**src/rtl/asspc_defines.vh**
```
// Offsets, fields, reset values and timing counts for the alarm stop and power sag controller
`ifndef ASSPC_DEFINES_VH
`define ASSPC_DEFINES_VH
`define ASSPC_CLK_HZ 100000000
`define ASSPC_TICK_MS 1
`define ASSPC_MS_CYCLES ((`ASSPC_CLK_HZ / 1000) * `ASSPC_TICK_MS)
`define ASSPC_OFF_STOP_CFG 12'h000
`define ASSPC_OFF_HOLD_TIME 12'h004
`define ASSPC_OFF_SAG_CFG 12'h008
`define ASSPC_OFF_CTRL 12'h00c
`define ASSPC_OFF_STATUS 12'h010
`define ASSPC_PRI_LSB 0
`define ASSPC_G2_BIT 4
`define ASSPC_UVA_LSB 8
`define ASSPC_PRI_RST 2'h0
`define ASSPC_G2_RST 1'b0
`define ASSPC_UVA_RST 2'h0
`define ASSPC_HOLD_RST 10'h014
`define ASSPC_HOLD_MIN 10'h014
`define ASSPC_HOLD_MAX 10'h3e8
`define ASSPC_SAG_LIM_RST 7'h32
`define ASSPC_SAG_LIM_MAX 7'h64
`define ASSPC_SAG_REL_RST 10'h064
`define ASSPC_SAG_REL_MAX 10'h3e8
`define ASSPC_FULL_TORQUE 7'h64
`define ASSPC_MODE_POS 2'h0
`define ASSPC_MODE_SPD 2'h1
`define ASSPC_MODE_TRQ 2'h2
`define ASSPC_ST_RUN 3'h0
`define ASSPC_ST_DB_STOP 3'h1
`define ASSPC_ST_COAST_STOP 3'h2
`define ASSPC_ST_ZERO_STOP 3'h3
`define ASSPC_ST_HELD_DB 3'h4
`define ASSPC_ST_HELD_COAST 3'h5
`endif

```
**src/rtl/asspc_top.v**
```verilog
// Alarm stopping, power-cut ride-through and undervoltage torque limit sequencing
//
// Implementation choices: the APB interface to the registers and the placing of the registers.
`timescale 1ns/1ns
`default_nettype none
`include "asspc_defines.vh"
module asspc_top (
    input wire clk_i,
    input wire sys_rst_i,
    input wire psel_i,
    input wire penable_i,
    input wire pwrite_i,
    input wire [11:0] paddr_i,
    input wire [31:0] pwdata_i,
    output reg [31:0] prdata_o,
    output reg pready_o,
    output reg pslverr_o,
    input wire [1:0] control_mode_i,
    input wire alarm_group_one_i,
    input wire alarm_group_two_i,
    input wire motor_stopped_i,
    input wire main_power_lost_i,
    input wire control_supply_lost_i,
    input wire undervoltage_alarm_i,
    input wire dc_bus_undervoltage_i,
    output reg motor_power_on_o,
    output reg dynamic_brake_o,
    output reg zero_speed_stop_o,
    output reg servo_ready_o,
    output reg undervoltage_warning_o,
    output reg [6:0] torque_limit_o
);
    // Encoded stop style: bit0 = brake while stopping, bit1 = brake after stopping
    function [1:0] stop_style;
        input [1:0] pri;
        begin
            case (pri)
                2'h0: stop_style = 2'h3;
                2'h1: stop_style = 2'h1;
                default: stop_style = 2'h0;
            endcase
        end
    endfunction

    // Stop state entered for a given style
    function [2:0] stop_entry;
        input [1:0] sty;
        begin
            stop_entry = sty[0] ? `ASSPC_ST_DB_STOP : `ASSPC_ST_COAST_STOP;
        end
    endfunction

    // State kept once the motor has come to rest
    function [2:0] held_entry;
        input [1:0] sty;
        begin
            held_entry = sty[1] ? `ASSPC_ST_HELD_DB : `ASSPC_ST_HELD_COAST;
        end
    endfunction

    // Register index of a bus address; 7 marks an unmapped address
    function [2:0] reg_index;
        input [11:0] addr;
        begin
            case (addr)
                `ASSPC_OFF_STOP_CFG: reg_index = 3'h0;
                `ASSPC_OFF_HOLD_TIME: reg_index = 3'h1;
                `ASSPC_OFF_SAG_CFG: reg_index = 3'h2;
                `ASSPC_OFF_CTRL: reg_index = 3'h3;
                `ASSPC_OFF_STATUS: reg_index = 3'h4;
                default: reg_index = 3'h7;
            endcase
        end
    endfunction

    // Pins from the power stage are asynchronous; two flops each
    localparam NSYNC = 7;
    wire [NSYNC-1:0] raw_in;
    reg [NSYNC-1:0] sync1_q;
    reg [NSYNC-1:0] sync2_q;
    assign raw_in = {alarm_group_one_i, alarm_group_two_i, motor_stopped_i, main_power_lost_i,
                     control_supply_lost_i, undervoltage_alarm_i, dc_bus_undervoltage_i};
    genvar gi;
    generate
        for (gi = 0; gi < NSYNC; gi = gi + 1) begin : g_sync
            always @(posedge clk_i or posedge sys_rst_i) begin
                if (sys_rst_i) begin
                    sync1_q[gi] <= 1'b0;
                    sync2_q[gi] <= 1'b0;
                end else begin
                    sync1_q[gi] <= raw_in[gi];
                    sync2_q[gi] <= sync1_q[gi];
                end
            end
        end
    endgenerate
    wire alm1_s = sync2_q[6];
    wire alm2_s = sync2_q[5];
    wire stopped_s = sync2_q[4];
    wire lost_s = sync2_q[3];
    wire ctrl_lost_s = sync2_q[2];
    wire uv_alarm_s = sync2_q[1];
    wire uv_bus_s = sync2_q[0];


    // Registers
    reg [1:0] pri_q;
    reg g2_q;
    reg [9:0] hold_q;
    reg [1:0] uva_q;
    reg [6:0] sag_lim_q;
    reg [9:0] sag_rel_q;
    reg servo_on_q;
    reg servo_off_pulse_q;
    reg cut_expired_q;

    wire apb_acc = psel_i & penable_i & ~pready_o;
    wire wr = apb_acc & pwrite_i;
    wire known = (reg_index(paddr_i) != 3'h7);

    reg [2:0] st_q;
    reg [31:0] rd_d;

    always @* begin
        rd_d = 32'h0000_0000;
        case (paddr_i)
            `ASSPC_OFF_STOP_CFG: begin
                rd_d[`ASSPC_PRI_LSB+1:`ASSPC_PRI_LSB] = pri_q;
                rd_d[`ASSPC_G2_BIT] = g2_q;
                rd_d[`ASSPC_UVA_LSB+1:`ASSPC_UVA_LSB] = uva_q;
            end
            `ASSPC_OFF_HOLD_TIME: rd_d[9:0] = hold_q;
            `ASSPC_OFF_SAG_CFG: rd_d = {6'h00, sag_rel_q, 9'h000, sag_lim_q};
            `ASSPC_OFF_CTRL: rd_d[0] = servo_on_q;
            `ASSPC_OFF_STATUS: begin
                rd_d[0] = motor_power_on_o;
                rd_d[1] = dynamic_brake_o;
                rd_d[2] = servo_ready_o;
                rd_d[3] = undervoltage_warning_o;
                rd_d[6:4] = st_q;
                rd_d[13:7] = torque_limit_o;
            end
            default: rd_d = 32'h0000_0000;
        endcase
    end

    // One-wait-state APB slave; out-of-range settings are clamped to the legal span
    always @(posedge clk_i or posedge sys_rst_i) begin
        if (sys_rst_i) begin
            pready_o <= 1'b0;
            pslverr_o <= 1'b0;
            prdata_o <= 32'h0000_0000;
            pri_q <= `ASSPC_PRI_RST;
            g2_q <= `ASSPC_G2_RST;
            uva_q <= `ASSPC_UVA_RST;
            hold_q <= `ASSPC_HOLD_RST;
            sag_lim_q <= `ASSPC_SAG_LIM_RST;
            sag_rel_q <= `ASSPC_SAG_REL_RST;
            servo_on_q <= 1'b0;
            servo_off_pulse_q <= 1'b0;
        end else begin
            pready_o <= apb_acc;
            pslverr_o <= apb_acc & ~known;
            prdata_o <= (apb_acc & ~pwrite_i) ? rd_d : 32'h0000_0000;
            servo_off_pulse_q <= 1'b0;
            if (wr) begin
                case (paddr_i)
                    `ASSPC_OFF_STOP_CFG: begin
                        pri_q <= (pwdata_i[`ASSPC_PRI_LSB+1:`ASSPC_PRI_LSB] == 2'h3) ? 2'h2 :
                                 pwdata_i[`ASSPC_PRI_LSB+1:`ASSPC_PRI_LSB];
                        g2_q <= pwdata_i[`ASSPC_G2_BIT];
                        uva_q <= (pwdata_i[`ASSPC_UVA_LSB+1:`ASSPC_UVA_LSB] == 2'h3) ? 2'h2 :
                                 pwdata_i[`ASSPC_UVA_LSB+1:`ASSPC_UVA_LSB];
                    end
                    `ASSPC_OFF_HOLD_TIME: begin
                        if (pwdata_i[31:0] < {22'h0, `ASSPC_HOLD_MIN})
                            hold_q <= `ASSPC_HOLD_MIN;
                        else if (pwdata_i[31:0] > {22'h0, `ASSPC_HOLD_MAX})
                            hold_q <= `ASSPC_HOLD_MAX;
                        else
                            hold_q <= pwdata_i[9:0];
                    end
                    `ASSPC_OFF_SAG_CFG: begin
                        sag_lim_q <= (pwdata_i[15:0] > {9'h0, `ASSPC_SAG_LIM_MAX}) ?
                                     `ASSPC_SAG_LIM_MAX : pwdata_i[6:0];
                        sag_rel_q <= (pwdata_i[31:16] > {6'h0, `ASSPC_SAG_REL_MAX}) ?
                                     `ASSPC_SAG_REL_MAX : pwdata_i[25:16];
                    end
                    `ASSPC_OFF_CTRL: begin
                        servo_on_q <= pwdata_i[0];
                        servo_off_pulse_q <= servo_on_q & ~pwdata_i[0];
                    end
                    default: servo_on_q <= servo_on_q;
                endcase
            end
        end
    end

    // Millisecond tick shared by hold-time and release-time counters
    // Divider end point cut to the counter width on purpose
    localparam [31:0] MS_LAST = `ASSPC_MS_CYCLES - 1;
    wire [16:0] ms_last = MS_LAST[16:0];
    reg [16:0] div_q;
    reg tick_q;
    wire div_wrap = (div_q == ms_last);

    always @(posedge clk_i or posedge sys_rst_i) begin
        if (sys_rst_i) begin
            div_q <= 17'h00000;
            tick_q <= 1'b0;
        end else begin
            tick_q <= div_wrap;
            div_q <= div_wrap ? 17'h00000 : div_q + 17'h00001;
        end
    end

    // Power-cut ride-through
    reg [9:0] cut_ms_q;
    wire ride_abort = ctrl_lost_s | uv_alarm_s;
    always @(posedge clk_i or posedge sys_rst_i) begin
        if (sys_rst_i) begin
            cut_ms_q <= 10'h000;
            cut_expired_q <= 1'b0;
        end else if (!lost_s) begin
            cut_ms_q <= 10'h000;
            cut_expired_q <= 1'b0;
        end else if (ride_abort) begin
            cut_expired_q <= 1'b1;
        end else if (tick_q && !cut_expired_q) begin
            cut_ms_q <= cut_ms_q + 10'h001;
            if (cut_ms_q >= hold_q)
                cut_expired_q <= 1'b1;
        end
    end

    // Alarm stop sequencer; a cut that outlasts the hold while running also enters the stop chosen by pri_q
    wire g2_as_g1 = g2_q | (control_mode_i == `ASSPC_MODE_TRQ);
    wire [1:0] style = stop_style(pri_q);

    reg [2:0] st_d;
    always @* begin
        st_d = st_q;
        case (st_q)
            `ASSPC_ST_RUN: begin
                if (alm1_s || (alm2_s && g2_as_g1) || !servo_on_q || cut_expired_q)
                    st_d = stop_entry(style);
                else if (alm2_s)
                    st_d = `ASSPC_ST_ZERO_STOP;
            end
            `ASSPC_ST_ZERO_STOP: begin
                if (alm1_s || servo_off_pulse_q)
                    st_d = stop_entry(style);
                else if (stopped_s)
                    st_d = held_entry(style);
            end
            `ASSPC_ST_DB_STOP, `ASSPC_ST_COAST_STOP: begin
                if (stopped_s)
                    st_d = held_entry(style);
            end
            `ASSPC_ST_HELD_DB, `ASSPC_ST_HELD_COAST: begin
                if (servo_on_q && !alm1_s && !alm2_s && !cut_expired_q)
                    st_d = `ASSPC_ST_RUN;
            end
            default: st_d = `ASSPC_ST_RUN;
        endcase
    end

    // Undervoltage torque limit with linear release back to full torque
    reg [9:0] rel_ms_q;
    reg releasing_q;
    reg [6:0] lim_d;
    wire uv_en = (uva_q != 2'h0);
    wire [16:0] ramp = {10'h0, `ASSPC_FULL_TORQUE - sag_lim_q} * {7'h0, rel_ms_q};
    // Quotient never exceeds the sag gap; a zero release time never takes this path
    wire [16:0] ramp_step = ramp / {7'h0, sag_rel_q};

    always @* begin
        if (uva_q != 2'h2 || (!uv_bus_s && !releasing_q))
            lim_d = `ASSPC_FULL_TORQUE;
        else if (uv_bus_s || sag_rel_q == 10'h000)
            lim_d = uv_bus_s ? sag_lim_q : `ASSPC_FULL_TORQUE;
        else
            lim_d = sag_lim_q + ramp_step[6:0];
    end

    // Every top output is registered so the power stage sees no decode glitches

    always @(posedge clk_i or posedge sys_rst_i) begin
        if (sys_rst_i) begin
            st_q <= `ASSPC_ST_RUN;
            motor_power_on_o <= 1'b0;
            dynamic_brake_o <= 1'b0;
            zero_speed_stop_o <= 1'b0;
            servo_ready_o <= 1'b0;
            undervoltage_warning_o <= 1'b0;
            torque_limit_o <= `ASSPC_FULL_TORQUE;
        end else begin
            st_q <= st_d;
            motor_power_on_o <= servo_on_q && !servo_off_pulse_q && !cut_expired_q &&
                                (st_d == `ASSPC_ST_RUN || st_d == `ASSPC_ST_ZERO_STOP);
            dynamic_brake_o <= (st_d == `ASSPC_ST_DB_STOP) || (st_d == `ASSPC_ST_HELD_DB);
            zero_speed_stop_o <= (st_d == `ASSPC_ST_ZERO_STOP);
            servo_ready_o <= !cut_expired_q && !alm1_s && !alm2_s;
            undervoltage_warning_o <= uv_en && uv_bus_s;
            torque_limit_o <= lim_d;
        end
    end

    // Release timer runs only after a device-limited sag has cleared
    always @(posedge clk_i or posedge sys_rst_i) begin
        if (sys_rst_i) begin
            rel_ms_q <= 10'h000;
            releasing_q <= 1'b0;
        end else if (uva_q != 2'h2 || uv_bus_s) begin
            releasing_q <= uv_bus_s && (uva_q == 2'h2);
            rel_ms_q <= 10'h000;
        end else if (releasing_q && tick_q) begin
            if (rel_ms_q >= sag_rel_q - 10'h001 || sag_rel_q == 10'h000)
                releasing_q <= 1'b0;
            else
                rel_ms_q <= rel_ms_q + 10'h001;
        end
    end

endmodule
`default_nettype wire

```
**config.mk**
```make
export PLATFORM = sky130hd
export DESIGN_NAME = asspc_top
export DESIGN_NICKNAME = d
export VERILOG_FILES = /design/src/rtl/asspc_top.v
export VERILOG_INCLUDE_DIRS = /design/src /design/src/rtl
export SDC_FILE = /design/constraint.sdc
export NUM_CORES = 1
export LEC_CHECK = 0
export BUFFER_PORTS_ARGS = -buffer_cell sky130_fd_sc_hd__buf_2
export CORE_MARGIN = 5
export CORE_UTILIZATION = 61
export DETAILED_ROUTE_END_ITERATION = 6
export PLACE_DENSITY = 0.78
export SYNTH_ARGS = -nofsm -noshare
export SYNTH_HDL_FRONTEND = slang
export SYNTH_SLANG_ARGS = --single-unit
```
**constraint.sdc**
```tcl
create_clock -name clk_i -period 75.4 [get_ports clk_i]
set_clock_uncertainty 0.1 [all_clocks]
set_input_delay 3.77 -clock clk_i [delete_from_list [all_inputs] [get_ports clk_i]]
set_output_delay 3.77 -clock clk_i [all_outputs]
set_load 0.02 [all_outputs]
```
==> summary.md, run 1 <==
| Metric | Value |
|---|---|
| Post-CTS sizing | 0 |
| Vias | 13900 |
| Sequential-to-total area share from yosys stat | 21.3% |
| R2R setup slack | 30.22 ns |
| Most repeated library cell on the critical path | ha_1 |
| Final min period | 45.18 ns |
| Share of post-route cells with drive strength above 1 | 12.0% |
| Total global routing overflow | 0 |
| Post-synth EDFFs | 0 |
| Clk slew on worst S/H paths | 0.07 ns |
| Hold Crit Class | flop to flop |
| Final hold slack | 0.256 ns |
| Worst-margin pin slew | 0.989 ns |
| Hold_buf cts | 0 |
| CP Max Fanout | 23 |
| Fraction of registers with async set/reset | 100% |
| Vias in the first global route | 13500 |
| Worst path max stage delay | 0.82 ns |
| Area growth syn-to-layout | 8.65% |
| CTS Root Cell | clkbuf_16 |
| Distinct cells, synth | 97 |
| Final Setup Violations | 0 |
| Gate power share | 5.3% |
| First-pass GRT wire length | 67.2 mm |
| Worst min-delay path startpoint | sync1_q[1] |
| FF+latch count, synth | 129 |
| CP max stage cell | a41oi_1 |
| Max-Cap Viols | 0 |
| Clock Latency Late Sink | 0.43 ns |
| Worst Hold Path Cells | 0 |
| Largest net degree at the start of global routing | 70 |
| Max rail drop VDD | 0.0150 mV |
| Vias per inst | 6.21 |
| CTS buffer count | 17 |
| Antenna cells | 0 |
| Syn avg cell area | 8.36 um2 |
| Setup crit start kind | flop |
| Worst r2r dst | torque_limit_o[6] |
| Setup Buffers After CTS | 0 |
| Top_reg_cell synth | dfrtp_1 |
| Sw Ratio | 25.7% |
| Worst R2R Start | sag_lim_q[0] |
| Clock tree buffer depth | 2 |
| DR pass1 iterations | 7 |
| DRC Markers | 0 |
| Core area | 0.0245 mm2 |
| Arrival time at the worst endpoint | 45.44 ns |
| Die area | 0.0282 mm2 |
| Met1 Track Usage GR | 39.0% |
| Site row count | 57 |
| Port bufs | 95 |
| P_leak | 0.00829 uW |
| Setup_tns | 0 ns |
| Post-synthesis cell count | 1821 |
| Clk pwr share | 50.0% |
| Setup CP Type | flop to flop |
| GR Util met2 | 47.0% |
| Wire per inst | 18.0 um |
| Rel. slew slack | 33.2% |
| H-tree depth | 4 |
| Initial DRC count | 971 |
| Initial core utilization | 62.2% |
| Worst reg2reg path depth | 184 |
| Dpl hpwl | 30.9 mm |
| M3 GR Usage | 4.17% |
| Post-route antenna net violation count | 0 |
| Final hold vios | 0 |
| Critical Path RT | 75.65 ns |
| RSZ-0062 raised after global routing | no |
| Sequential power share | 44.7% |
| Top Usage Layer GRT | met2 |
| Synthesized cell area | 0.0152 mm2 |
| Die Width | 168 um |
| I/O pin count | 104 |
| Antenna violations before repair | 0 |
| Tcrit/Tclk final | 59.9% |
| P_sw | 41.4 uW |
| Routability cong. | 0.952 |
| Filler cells | 1986 |
| Total of warnings raised by yosys | 0 |
| Fmax | 22.1 MHz |
| Clk sinks | 129 |
| Pint | 120 uW |
| Status | finished, final reports clean |
| Final wirelength | 40.2 mm |
| Die height | 168 um |
| Worst Hold End | uv_alarm_s |
| Power per cell area | 9.77 mW/mm2 |
| Total GRT Usage | 28.6% |
| Crit end category | flop |
| Final Max Slew Viols | 0 |
| CTS tree | built |
| Final nets | 2188 |
==> per-stage QoR <==
step                      total power, uW  cells  utilization (%)  area [um2]  setup WS, ns
after floorplan                      78.6   1828                -       15200         35.66
after global placement               81.8   2202             65.2       16000         32.31
after detailed placement             82.0   2202             65.2       16000         30.97
after CTS                             162   2234             67.6       16500         30.80
after global routing                  167   2234             67.6       16500         26.54
final                                 162   2234             67.6       16500         30.22
==> kinds of logic after synthesis <==
| family | after synthesis | synth area share [%] |
|---|---|---|
| AO/OA/AOI/OAI | 428 | 18.9 |
| XOR/XNOR | 119 | 6.85 |
| adder cells (fa/ha/maj) | 233 | 21.1 |
| buffers and inverters | 171 | 4.58 |
| flip-flops | 129 | 21.3 |
| multiplexers | 67 | 4.92 |
| other | 1 | 0.0246 |
| AND/OR/NAND/NOR | 673 | 22.3 |
==> per-layer routing <==
metal | part of all wire, % | routed length (um)
met3 | 6.1 | 2440
met5 | 0 | 0
met1 | 45 | 18000
met2 | 46 | 18400
met4 | 3.3 | 1330
==> worst max-delay path, delay by kind of cell, from the launching register on <==
kind,cells,cell delay (ns)
xor+xnor,2,0.64
flops,1,0.75
simple gates,44,9.59
mux,3,1.23
buf+inv,11,1.28
compound gates,100,23.52
fa+ha+maj,24,7.88
==> cells in the final DEF (no fill, tap or decap), drive strengths merged, types with 7 or more instances in the layout <==
cell type    n
ha         193
nor2       174
nand2      144
inv        122
dfrtp      118
buf        105
o21ai      100
a21oi       94
nor3        71
xnor2       68
and2        62
xor2        51
mux2        50
nand3       42
o21a        41
fa          40
a21o        37
nand2b      32
nor2b       32
nor4        27
nand4       23
o31ai       19
or3         18
o211ai      18
clkbuf      17
mux2i       16
a22o        12
a31oi       12
dfstp       11
a22oi        9
or2          9
a211oi       9
conb         8
a21boi       8
and3         7
or4          7
==> power groups by stage <==
stage	sequential, uW	clock, uW	combinational, uW
2_1_floorplan	72.8	0	5.80
3_3_place_gp	73.3	0	8.51
3_5_place_dp	73.4	0	8.65
4_1_cts	72.1	81.5	8.71
5_1_grt	72.4	84.9	9.93
6_report	72.1	80.7	8.62
==> synthesized netlist by cell type, types with 9 or more instances <==
cell | n | area [um2]
or3_1 | 18 | 113
nand4_1 | 22 | 138
nand3_1 | 42 | 210
nor3_1 | 69 | 345
buf_4 | 9 | 67.6
o211ai_1 | 17 | 128
o31ai_1 | 18 | 135
nor2b_1 | 32 | 200
fa_1 | 40 | 801
a22oi_1 | 9 | 67.6
a22o_1 | 12 | 105
mux2_2 | 41 | 462
nor2_1 | 174 | 653
o21ai_0 | 96 | 480
mux2i_1 | 16 | 160
a31oi_1 | 12 | 75.1
nand2_1 | 143 | 537
nor4_1 | 24 | 150
dfstp_2 | 11 | 289
xnor2_1 | 68 | 596
dfrtp_1 | 118 | 2950
a21oi_1 | 94 | 470
xor2_1 | 51 | 447
nand2b_1 | 32 | 200
and2_1 | 62 | 388
ha_1 | 193 | 2410
inv_1 | 112 | 420
o21a_1 | 41 | 308
a21o_1 | 37 | 278
clkbuf_1 | 37 | 139
==> state kept, by name (all words and copies together) (netlist names), 3 cells and up <==
register and cells:
prdata_o 24, torque_limit_o 7, sag_lim_q 7, rel_ms_q 10, sync1_q 7, st_q 3, cut_ms_q 10, div_q 17
hold_q 10, sag_rel_q 10
==> area by class of cell <==
type	instances	area, um2	area share, %
multi-input cells	1528	11300	68.5
well taps	324	405	2.45
clock inverters	15	150	0.908
repair buffers	105	551	3.33
flip-flops and latches	129	3240	19.6
clock buffers	17	425	2.57
inverters	116	440	2.66
==> worst max-delay path by stage <==
| stage | from | end |
|---|---|---|
| after floorplan | sag_lim_q[0] | torque_limit_o[6] |
| after global placement | sag_lim_q[0] | torque_limit_o[6] |
| after detailed placement | sag_lim_q[0] | torque_limit_o[6] |
| after CTS | sag_lim_q[0] | torque_limit_o[6] |
| after global routing | sag_lim_q[0] | torque_limit_o[6] |
| final | sag_lim_q[0] | torque_limit_o[6] |
Note: power is estimated with default switching activity, not from simulation.
==> run 2: changes to the inputs <==
clock period = 45.5 ns   (was 75.4 ns; I/O delays follow)
==> summary.md, run 2 (synthesis results as in run 1) <==
| Metric | Value |
|---|---|
| Die Width | 168 um |
| Max rail drop VDD | 0.0248 mV |
| Worst path max stage delay | 0.67 ns |
| Die height | 168 um |
| Core area | 0.0245 mm2 |
| Hold Crit Class | flop to flop |
| Status | finished, final reports clean |
| Multi-input gate area | 0.0114 mm2 |
| CP max stage cell | or4b_2 |
| Power consumption | 267 uW |
| Cell Count, Final, Fillers Out | 2240 |
| CTS Root Cell | clkbuf_16 |
| Die area | 0.0282 mm2 |
| DR pass1 iterations | 5 |
| Total global routing overflow | 0 |
| Max FFs per register | 24 |
| M3 GR Usage | 5.25% |
| I/O pin count | 104 |
| Worst-margin pin slew | 0.986 ns |
| Reg area | 0.00324 mm2 |
| Clock tree buffer depth | 2 |
| Setup_tns | 0 ns |
| Routability cong. | 0.950 |
| Clk slew on worst S/H paths | 0.06 ns |
| CTS buffer count | 17 |
| Final Max Slew Viols | 0 |
| Max-Cap Viols | 0 |
| Most frequent cells in the layout | 193 x ha_1, 174 x nor2_1, 143 x nand2_1 |
| DRC Markers | 0 |
| Final min period | 42.15 ns |
| Rel. slew slack | 33.7% |
| Fmax | 23.7 MHz |
| Crit path buf inv count | 14 |
| Largest net degree at the start of global routing | 70 |
| GR Util met2 | 47.2% |
| Initial DRC count | 987 |
| Worst setup margin | 3.35 ns |
| Hold_buf cts | 0 |
| Most common cell after layout, fill and taps aside | ha_1 |
| Met1 Track Usage GR | 37.0% |
| Arrival time at the worst endpoint | 42.39 ns |
| Final hold vios | 0 |
| Tcrit/Tclk final | 92.6% |
| Setup crit start kind | flop |
| Initial core utilization | 62.2% |
| Setup CP Type | flop to flop |
| Setup WS pre-CTS | 1.41 ns |
| Port bufs | 95 |
| H-tree depth | 4 |
| Family with the most delay on the worst path | compound AO/OA/AOI/OAI gates |
| Clock Latency Late Sink | 0.43 ns |
| Final Setup Violations | 0 |
| Final wirelength | 40.6 mm |
| Clk sinks | 129 |
| Post-Place Cells | 2203 |
| Vias per inst | 6.22 |
| CTS tree | built |
| Dpl cell area | 0.0160 mm2 |
| Post-route antenna net violation count | 0 |
| Filler cells | 1962 |
| Worst R2R Start | sag_lim_q[1] |
| Crit end category | flop |
| Vias | 13900 |
| Total GRT Usage | 28.4% |
| CP Max Fanout | 23 |
| Area growth syn-to-layout | 9.49% |
| P_leak | 0.00833 uW |
| Crit path launch | sag_lim_q[1] |
| Worst min-delay path startpoint | sync1_q[4] |
| Top Usage Layer GRT | met2 |
| Power per cell area | 16.0 mW/mm2 |
| Vias in the first global route | 13600 |
| Most repeated library cell on the critical path | ha_1 |
| Top Registers | prdata_o (24), div_q (17) |
| RSZ-0062 raised after global routing | no |
| Final nets | 2194 |
| Wire per inst | 18.1 um |
| Most flops, register | prdata_o |
| Final instance area | 0.0167 mm2 |
| Share of post-route cells with drive strength above 1 | 13.0% |
| Site row count | 57 |
| First-pass GRT wire length | 66.7 mm |
| Antenna cells | 0 |
| Antenna violations before repair | 0 |
| Dpl hpwl | 31.4 mm |
| Critical Path RT | 45.75 ns |
[run 2: changes by cell type in the layout (fill, tap and decap cells not counted), moves of 2 or more]
| cell | previous run | this run |
|---|---|---|
| a21oi_1 | 94 | 92 |
| buf_4 | 10 | 16 |
| inv_6 | 5 | 7 |
| o21ai_1 | 4 | 2 |
| o21ai_2 | 0 | 2 |
| xor2_1 | 51 | 49 |
| xor2_2 | 0 | 2 |
[run 2: path summary, 6_finish.rpt]
check | endpoint | slack [ns] | cells after the start
max | torque_limit_o[6] | 3.35 | 185
min | stopped_s | 0.25 | 0
max reg2reg | torque_limit_o[6] | 3.35 | 185
min reg2reg | stopped_s | 0.25 | 0
max in group asynchronous | sag_lim_q[0] | 42.02 | 3
min in group asynchronous | div_q[10] | 1.90 | 2
[run 2: cell type report]
class                           instances  share of cell area, %
Sequential cell                       129                   19.5
Clock buffer                           17                   2.55
Inverter                              116                   2.64
Clock inverter                         15                  0.886
Tap cell                              324                   2.43
Multi-Input combinational cell       1528                   68.5
Timing Repair Buffer                  111                   3.57
[run 2: layer usage]
layer | share of wire, % | up-vias
met4 | 3.3 | 0
met5 | 0 | -
met1 | 43 | 6627
met3 | 6.4 | 91
li1 | - | 6709
met2 | 47 | 507
[run 2: metrics by stage]
| step | hold slack (ns) | util [%] |
|---|---|---|
| 2_1_floorplan | 0.231 | - |
| 3_3_place_gp | 0.234 | 65.3 |
| 3_5_place_dp | 0.237 | 65.3 |
| 4_1_cts | 0.249 | 67.6 |
| 5_1_grt | 0.252 | 68.1 |
| 6_report | 0.249 | 68.1 |
[run 2: worst register-to-register path, delay by kind of cell, from the launching register on]
family          cells  cell delay, ns
fa+ha+maj          24            7.92
simple gates       41            7.71
mux                 4            1.51
buf+inv            14            1.89
xor+xnor            2            0.31
flops               1            0.63
compound gates    100           21.92
[run 2: power by group]
| part | internal [uW] | switching [uW] |
|---|---|---|
| clock | 76.8 | 55.8 |
| combinational | 5.15 | 9.33 |
| sequential | 117 | 2.68 |
| total | 199 | 67.9 |
[run 2: repair_timing]
item,in CTS,in global routing
resized for setup,0,17
setup endpoints to repair,0,7
setup buffers,0,5
==> run 3: changes to the inputs <==
BUFFER_PORTS_ARGS = -buffer_cell sky130_fd_sc_hd__clkbuf_2   (was -buffer_cell sky130_fd_sc_hd__buf_2)
==> summary.md, run 3 (synthesis results as in run 1) <==
| Metric | Value |
|---|---|
| Status | finished, final reports clean |
| R2R setup slack | 3.37 ns |
| P_leak | 0.00832 uW |
| Reg area | 0.00324 mm2 |
| Initial core utilization | 62.2% |
| Max rail drop VDD | 0.0324 mV |
| Power per cell area | 16.3 mW/mm2 |
| Worst r2r dst | torque_limit_o[6] |
| Largest net degree at the start of global routing | 73 |
| Final min period | 42.13 ns |
| Most repeated library cell on the critical path | ha_1 |
| Site row count | 57 |
| Met1 Track Usage GR | 38.2% |
| Fmax | 23.7 MHz |
| First-pass GRT wire length | 66.3 mm |
| H-tree depth | 4 |
| Clock tree buffer depth | 2 |
| Max-Cap Viols | 0 |
| Setup_tns | 0 ns |
| Clock Latency Late Sink | 0.42 ns |
| Initial DRC count | 1025 |
| Final nets | 2192 |
| Top Usage Layer GRT | met2 |
| CTS Root Cell | clkbuf_16 |
| Final instance area | 0.0167 mm2 |
| Max FFs per register | 24 |
| Worst Hold Path Cells | 0 |
| Most common cell after layout, fill and taps aside | ha_1 |
| Antenna cells | 0 |
| Total GRT Usage | 28.1% |
| Area growth syn-to-layout | 9.54% |
| Port bufs | 95 |
| CP Max Fanout | 23 |
| DRC Markers | 0 |
| Vias in the first global route | 13600 |
| Die area | 0.0282 mm2 |
| Setup crit start kind | flop |
| Tcrit/Tclk final | 92.6% |
| Die Width | 168 um |
| Power consumption | 271 uW |
| Wire per inst | 17.8 um |
| Dpl hpwl | 30.8 mm |
| Critical Path RT | 45.73 ns |
| Dpl cell area | 0.0160 mm2 |
| Most flops, register | prdata_o |
| Vias per inst | 6.21 |
| M3 GR Usage | 4.31% |
| Final Setup Violations | 0 |
| Vias | 13900 |
| Total global routing overflow | 0 |
| Setup CP Type | flop to flop |
| Final hold vios | 0 |
| Worst-margin pin slew | 0.935 ns |
| Crit end category | flop |
| Hold Crit Class | flop to flop |
| Final wirelength | 39.8 mm |
| Antenna violations before repair | 0 |
| Die height | 168 um |
| Post-route antenna net violation count | 0 |
| Routability cong. | 0.955 |
| Rel. slew slack | 36.6% |
| Worst Hold End | ctrl_lost_s |
| Share of post-route cells with drive strength above 1 | 12.8% |
| Worst R2R Start | sag_lim_q[1] |
| I/O pin count | 104 |
| CTS buffer count | 17 |
| Worst min-delay path startpoint | sync1_q[2] |
| Worst path max stage delay | 0.68 ns |
| Clk slew on worst S/H paths | 0.06 ns |
| Most frequent cells in the layout | 193 x ha_1, 174 x nor2_1, 143 x nand2_1 |
| GR Util met2 | 45.6% |
| Clk sinks | 129 |
| Core area | 0.0245 mm2 |
| CP max stage cell | or4b_2 |
| CTS tree | built |
| Top Registers | prdata_o (24), div_q (17) |
| Final Max Slew Viols | 0 |
| Filler cells | 1976 |
| DR pass1 iterations | 5 |
| Multi-input gate area | 0.0114 mm2 |
| Worst reg2reg path depth | 186 |
| Arrival time at the worst endpoint | 42.37 ns |
[run 3: cell types whose count changed in the layout (fill, tap and decap cells not counted), sizes merged]
cell      delta
clkinvlp     +1
clkinv       -1
buf         -97
inv          -3
clkbuf      +97
bufinv       +1
[run 3: timing repair]
action / in CTS / in global routing
buffers inserted: 0 / 2
endpoints found under the setup margin: 0 / 7
hold buffers: 0 / 0
gates resized for setup: 0 / 16
[run 3: cell type report]
type / instances / area share (%)
clock inverter: 13 / 0.908
timing repair buffer: 109 / 3.48
inverter: 116 / 2.64
sequential: 129 / 19.5
multi-input combinational: 1528 / 68.4
clock buffer: 19 / 2.66
tap: 324 / 2.43
[run 3: metrics by stage]
step | hold slack (ns) | utilization [%] | setup WS, ns | instances
floorplan | 0.231 | - | 5.76 | 1828
global placement | 0.235 | 65.3 | 2.86 | 2204
detailed placement | 0.238 | 65.3 | 1.65 | 2204
CTS | 0.253 | 67.7 | 1.53 | 2236
global route | 0.254 | 68.2 | -0.134 | 2238
finish | 0.250 | 68.2 | 3.37 | 2238
[run 3: worst max path at each step]
stage	slack [ns]	from	cells past startpoint	end
global placement	2.86	sag_lim_q[0]	183	torque_limit_o[6]
floorplan	5.76	sag_lim_q[0]	193	torque_limit_o[6]
global route	-0.13	sag_lim_q[1]	187	torque_limit_o[6]
finish	3.37	sag_lim_q[1]	186	torque_limit_o[6]
detailed placement	1.65	sag_lim_q[0]	183	torque_limit_o[6]
CTS	1.53	sag_lim_q[0]	183	torque_limit_o[6]
[run 3: critical path: cells and delay by family, from the launching register on]
family | cells | cell delay [ns]
compound gates | 99 | 21.71
simple gates | 43 | 8.05
fa+ha+maj | 24 | 7.75
buf+inv | 14 | 1.75
mux | 4 | 1.47
flops | 1 | 0.64
xor+xnor | 2 | 0.49
[run 3: report_power, final]
group	internal [uW]	switching [uW]	leakage, uW	total, uW
logic	5.13	9.18	0.00636	14.3
registers	117	2.82	0.00168	120
clock network	83.2	54.0	0.000283	137
total	205	66.0	0.00832	271
[run 3: layer usage]
metal	up-vias	wire length [um]
li1	6693	-
met1	6627	17600
met2	481	18300
met3	89	2430
met4	0	1420
met5	-	0
